**src/logic/txm_map.vh**
```
// Register map, field positions and reset values of the transmit modulator.
// Behaviour
// - With the enable bit (bit 0) set, the selected carrier is combined with the serial transmit line; cleared, modulation is off.
// - Polarity bit 1 at 1 puts pulses while the transmit line is high, at 0 while it is low.
// - Select field bits 6 to 4 picks carrier channel 0 to 3 for codes 000 to 011; other codes are reserved.
// - The select field affects the output only while the enable bit is 1.
`ifndef TXM_MAP_VH
`define TXM_MAP_VH
// ==========================================================================
// Register offsets and fields
`define TXM_CTRL_OFFSET     8'hc0
`define TXM_ADDR_W          8
`define TXM_CTRL_RESET      32'h00000000
`define TXM_EN_BIT          0
`define TXM_POL_BIT         1
`define TXM_SEL_HI          6
`define TXM_SEL_LO          4
`define TXM_SEL_W           3
`define TXM_CTRL_MASK       32'h00000073
`define TXM_NUM_CH          4
`define TXM_IDLE_LEVEL      1'b1
`define TXM_RESP_OKAY       2'b00
`define TXM_RESP_SLVERR     2'b10
`endif

```
**src/logic/txm_top.v**
```verilog
// AXI4-Lite control register and registered modulated transmit output.
//
// Local design decision: register access over AXI4-Lite.
`timescale 1ns/1ps
`include "txm_map.vh"
module txm_top (
	// Clock and reset
	input  wire        aclk,
	input  wire        aresetn,
	// AXI4-Lite write address
	input  wire        s_axi_awvalid,
	output reg         s_axi_awready,
	input  wire [7:0]  s_axi_awaddr,
	// AXI4-Lite write data
	input  wire        s_axi_wvalid,
	output reg         s_axi_wready,
	input  wire [31:0] s_axi_wdata,
	input  wire [3:0]  s_axi_wstrb,
	// AXI4-Lite write response
	output reg         s_axi_bvalid,
	input  wire        s_axi_bready,
	output reg  [1:0]  s_axi_bresp,
	// AXI4-Lite read address
	input  wire        s_axi_arvalid,
	output reg         s_axi_arready,
	input  wire [7:0]  s_axi_araddr,
	// AXI4-Lite read data
	output reg         s_axi_rvalid,
	input  wire        s_axi_rready,
	output reg  [31:0] s_axi_rdata,
	output reg  [1:0]  s_axi_rresp,
	// Serial line and carriers
	input  wire        serial_transmit_line,
	input  wire [3:0]  carrier_pwm_unit,
	output reg         modulated_tx
);
	reg  [31:0] tx_modulation_control;
	reg         aw_held;
	reg  [7:0]  aw_addr;
	reg         w_held;
	reg  [31:0] w_data;
	reg  [3:0]  w_strb;
	wire        mixed;
	wire        aw_take;
	wire        w_take;
	assign aw_take = s_axi_awvalid && s_axi_awready;
	assign w_take  = s_axi_wvalid && s_axi_wready;
	// ==================================================================
	// Write channel: address and data taken in either order
	always @(posedge aclk) begin
		if (!aresetn) begin
			s_axi_awready <= 1'b0;
			s_axi_wready <= 1'b0;
			s_axi_bvalid <= 1'b0;
			s_axi_bresp <= `TXM_RESP_OKAY;
			aw_held <= 1'b0;
			w_held <= 1'b0;
			aw_addr <= 8'h00;
			w_data <= 32'h00000000;
			w_strb <= 4'h0;
			tx_modulation_control <= `TXM_CTRL_RESET;
		end else begin
			s_axi_awready <= !aw_held && !aw_take && !s_axi_bvalid;
			s_axi_wready <= !w_held && !w_take && !s_axi_bvalid;
			if (aw_take) begin
				aw_held <= 1'b1;
				aw_addr <= s_axi_awaddr;
			end
			if (w_take) begin
				w_held <= 1'b1;
				w_data <= s_axi_wdata;
				w_strb <= s_axi_wstrb;
			end
			if (aw_held && w_held && !s_axi_bvalid) begin
				s_axi_bvalid <= 1'b1;
				aw_held <= 1'b0;
				w_held <= 1'b0;
				if ({aw_addr[7:2], 2'b00} == `TXM_CTRL_OFFSET) begin
					s_axi_bresp <= `TXM_RESP_OKAY;
					// Only byte lane 0 holds fields; reserved bits stay zero.
					if (w_strb[0]) begin
						tx_modulation_control <= w_data
							& `TXM_CTRL_MASK;
					end
				end else begin
					s_axi_bresp <= `TXM_RESP_SLVERR;
				end
			end
			if (s_axi_bvalid && s_axi_bready) begin
				s_axi_bvalid <= 1'b0;
			end
		end
	end
	// ==================================================================
	// Read channel
	always @(posedge aclk) begin
		if (!aresetn) begin
			s_axi_arready <= 1'b0;
			s_axi_rvalid <= 1'b0;
			s_axi_rdata <= 32'h00000000;
			s_axi_rresp <= `TXM_RESP_OKAY;
		end else begin
			s_axi_arready <= !s_axi_rvalid && !s_axi_arready;
			if (s_axi_arvalid && s_axi_arready) begin
				s_axi_rvalid <= 1'b1;
				if ({s_axi_araddr[7:2], 2'b00} == `TXM_CTRL_OFFSET) begin
					s_axi_rdata <= tx_modulation_control;
					s_axi_rresp <= `TXM_RESP_OKAY;
				end else begin
					s_axi_rdata <= 32'h00000000;
					s_axi_rresp <= `TXM_RESP_SLVERR;
				end
			end else if (s_axi_rvalid && s_axi_rready) begin
				s_axi_rvalid <= 1'b0;
			end
		end
	end
	// ==================================================================
	// Modulation path
	txm_mix u_mix (
		.modulation_enable      (tx_modulation_control[`TXM_EN_BIT]),
		.pulse_level_select     (tx_modulation_control[`TXM_POL_BIT]),
		.carrier_channel_select (tx_modulation_control[`TXM_SEL_HI:`TXM_SEL_LO]),
		.carrier_pwm_unit       (carrier_pwm_unit),
		.serial_transmit_line   (serial_transmit_line),
		.mixed                  (mixed)
	);
	// Registered so the pin is glitch free; costs one cycle of latency.
	always @(posedge aclk) begin
		if (!aresetn) begin
			modulated_tx <= `TXM_IDLE_LEVEL;
		end else begin
			modulated_tx <= mixed;
		end
	end
endmodule // txm_top

```
**src/logic/txm_mix.v**
```verilog
// Combinational carrier selection and mixing with the transmit line.
`timescale 1ns/1ps
`include "txm_map.vh"
module txm_mix (
	// Control fields
	input  wire                  modulation_enable,
	input  wire                  pulse_level_select,
	input  wire [`TXM_SEL_W-1:0] carrier_channel_select,
	// Signals to mix
	input  wire [`TXM_NUM_CH-1:0] carrier_pwm_unit,
	input  wire                  serial_transmit_line,
	// Mixed result
	output reg                   mixed
);
	reg carrier;
	reg pulse_phase;
	// ==================================================================
	// Selection and mixing
	always @* begin
		carrier = 1'b0;
		// Reserved codes give no carrier, so pulse phases drive the line low.
		if (carrier_channel_select < `TXM_NUM_CH) begin
			carrier = carrier_pwm_unit[carrier_channel_select[1:0]];
		end
		pulse_phase = (serial_transmit_line == pulse_level_select);
		if (!modulation_enable) begin
			mixed = serial_transmit_line;
		end else if (pulse_phase) begin
			mixed = carrier;
		end else begin
			mixed = `TXM_IDLE_LEVEL;
		end
	end
endmodule // txm_mix

```
**config.mk**
```make
export PLATFORM = sky130hd
export DESIGN_NAME = txm_top
export DESIGN_NICKNAME = d
export VERILOG_FILES = /design/src/logic/txm_top.v /design/src/logic/txm_mix.v
export VERILOG_INCLUDE_DIRS = /design/src /design/src/logic
export SDC_FILE = /design/constraint.sdc
export NUM_CORES = 1
export LEC_CHECK = 0
export ABC_CLOCK_PERIOD_IN_PS = 1800
export BUFFER_PORTS_ARGS = -buffer_cell sky130_fd_sc_hd__buf_2
export CAP_MARGIN = 20
export CORE_UTILIZATION = 41
export DETAILED_ROUTE_END_ITERATION = 12
export PLACE_DENSITY = 0.8
export SYNTH_ARGS = -nofsm -noshare
export SYNTH_HDL_FRONTEND = slang
export SYNTH_HIERARCHICAL = 1
export SYNTH_SLANG_ARGS = --single-unit
export TNS_END_PERCENT = 30
```
**constraint.sdc**
```tcl
create_clock -name aclk -period 1.8 [get_ports aclk]
set_clock_uncertainty 0.2 [all_clocks]
set_input_delay 0.36 -clock aclk [delete_from_list [all_inputs] [get_ports aclk]]
set_output_delay 0.36 -clock aclk [all_outputs]
set_load 0.05 [all_outputs]
```
==> impl_metrics.tcl <==
set metrics [dict create \
    post-place-ws_ns 0.276 \
    finalHoldViolations 0 \
    crit_fanout 8 \
    max_stage_delay_ns 0.45 \
    p_seq_share_pct 49.0 \
    io_buffers 42 \
    yosysUniqueCellTypes 34 \
    die_y_um 64.0 \
    clock_latency_ns 0.27 \
    gr-total-overflow 0 \
    startpoint_type "register" \
    coreArea_um2 3660 \
    synth_top_cell_by_area "dfxtp_1" \
    cp_data_arrival_time_ns 1.02 \
    rsz0062_at_grt "no" \
    final_cell_area_um2 1800 \
    initial_core_util_pct 43.0 \
    synth_edf_count 0 \
    vias_per_cell 4.45 \
    worst_slack_ns 0.215 \
    synthToLayoutAreaGrowth_pct 14.5 \
    p_int_mw 1.07 \
    ir_worst_vdd_uv 483 \
    grt_pass1_vias 1032 \
    crit_chain "buf_2" \
    num_vias 1176 \
    synth_area_per_cell_um2 9.05 \
    die-area_um2 4090 \
    synth_top_area_share_pct 40.7 \
    drive_above_1_share_pct 25.9 \
    cts_num_sinks 32 \
    status "finished, final reports clean" \
    tritoncts "done" \
    postCtsSetupRepairBufs 0 \
    crit_path_end_kind "output port" \
    holdBufCountCts 0 \
    finalCriticalPeriod_ns 1.58 \
    postRouteAntennaNets 0 \
    netlist_instances 174 \
    fin_nets 280 \
    drt-initial-drc-count 35 \
    avgRoutedWirePerCell_um 9.77 \
    grt_usage_pct 13.2 \
    synth_common_cells "nand2_1 (36), dfxtp_1 (32), buf_4 (29)" \
    p_leak_nw 0.778 \
    dp_hpwl_mm 2.03 \
    drc 0 \
    ff_latch_area_um2 641 \
    path_clk_slew_ns 0.06 \
    worst_hold_path_type "in2reg" \
    place_area_um2 1730 \
    final_util_pct 49.3 \
    ys_seq_elements 32 \
    synth.most_common_cell "nand2_1" \
    crit_type "reg2out" \
    clk_path_buf_depth 2 \
    worst-path-buf-inv 1 \
    cts-root-buf "clkbuf_8" \
    netlist_area_um2 1580 \
    htree_levels 2 \
    crit_path_top_delay_cell "dfxtp_1" \
    path_delay_family "flip-flops" \
    pwr_density_cell_nw_per_um2 860 \
    yosysSeqAreaShare_pct 40.7 \
    final.period_utilization_pct 88.1 \
    gp_congestion 0.711 \
    fmax_mhz 631 \
    finalSetupViolCount 0 \
    slew_viol_final 0 \
    cts_buffers 5 \
    cts_resized 0 \
    antenna_found_initial 0 \
    switching_share_pct 31.1 \
    cp.required_ns 1.24 \
    num_antenna_cells 0 \
    synth_ff_type "dfxtp_1" \
    drv_cap 0 \
    multiInputGateArea_um2 792 \
    ios 106 \
    holdWs_ns 0.137 \
    grt_pass1_wl_mm 4.24 \
    async_flop_share_pct 0 \
    fin_tns_setup_ns 0 \
    fp-row-count 22 \
    n_fill_cell 374 \
    combPwrFrac_pct 19.5 \
    grt_max_degree 21 \
    die_x_um 64.0 \
    drt_wl_total_mm 2.58 \
    p_clk_share_pct 31.5 \
    switchingPower_uw 483 \
    first_pass_iters 4 \
    synth_area_leaders "dfxtp_1 (41%), buf_4 (14%), a21boi_0 (9.1%)" \
    yosysWarnings 6 \
]
[area by class of cell]
type                       count  share of cell area [%]
tap                           48                    3.33
timing repair buffer          43                    12.8
inverter                       1                   0.208
multi-input combinational    133                    43.9
clock inverter                 1                   0.277
sequential                    32                    35.5
clock buffer                   6                    4.02
[state kept, by name, indices dropped and copies added, names as in the netlist, 5 cells and up]
name                   cells
w_data                     5
tx_modulation_control      5
s_axi_rdata                5
aw_addr                    6
[through the flow]
step | power [mW] | cells
2_1_floorplan | 1.07 | 202
3_3_place_gp | 1.08 | 257
3_5_place_dp | 1.08 | 257
4_1_cts | 1.57 | 264
5_1_grt | 1.64 | 264
6_report | 1.55 | 264
[worst paths after layout]
check,start,slack [ns],to,depth (start not counted)
worst max-delay path,s_axi_awready$_SDFF_PN0_,0.22,s_axi_awready,1
worst min-delay path,s_axi_wdata[0],0.14,w_data[0]$_SDFFE_PN0P_,3
worst max register to register,tx_modulation_control[5]$_SDFFE_PN0P_,0.27,modulated_tx$_SDFF_PN1_,4
worst min register to register,s_axi_rvalid$_SDFFE_PN0P_,0.24,s_axi_arready$_SDFF_PN0_,1
[cells in the final DEF, fill, tap and decap left out, types with 2 or more instances in the layout]
cell type	Yosys	layout
clkbuf_8	0	5
and2_1	3	3
and3_1	2	2
buf_2	0	42
nand4_1	5	5
o211a_1	2	2
nor4_4	2	2
nand2_1	36	36
conb_1	1	29
nor2_1	3	3
dfxtp_1	32	32
nand3_1	7	7
mux2i_1	5	5
a21boi_0	19	19
nand2b_1	3	3
[cell families after synthesis]
kind of cell	after synthesis	share of synthesized area (%)
compound gates	26	13.0
other cells	1	0.238
simple gates	71	25.5
flops	32	40.7
buf+inv	37	15.7
mux	7	4.84
[power by group through the flow]
stage	combinational, mW	clock (mW)	sequential (mW)
after floorplan	0.251	0	0.815
after global placement	0.302	0	0.775
after detailed placement	0.304	0	0.777
after CTS	0.304	0.508	0.761
after global routing	0.323	0.549	0.765
final	0.303	0.488	0.761
[layer usage]
metal / wire (um) / vias up / part of all wire, % / global-route usage [%]
met2: 1270 / 43 / 49 / 23.4
met3: 178 / 2 / 6.9 / 3.93
met4: 8 / 0 / 0.31 / 4.26
li1: - / 615 / - / -
met1: 1120 / 516 / 43 / 14.8
met5: 0 / - / 0 / 0
Power figures use the tool's default switching activity.
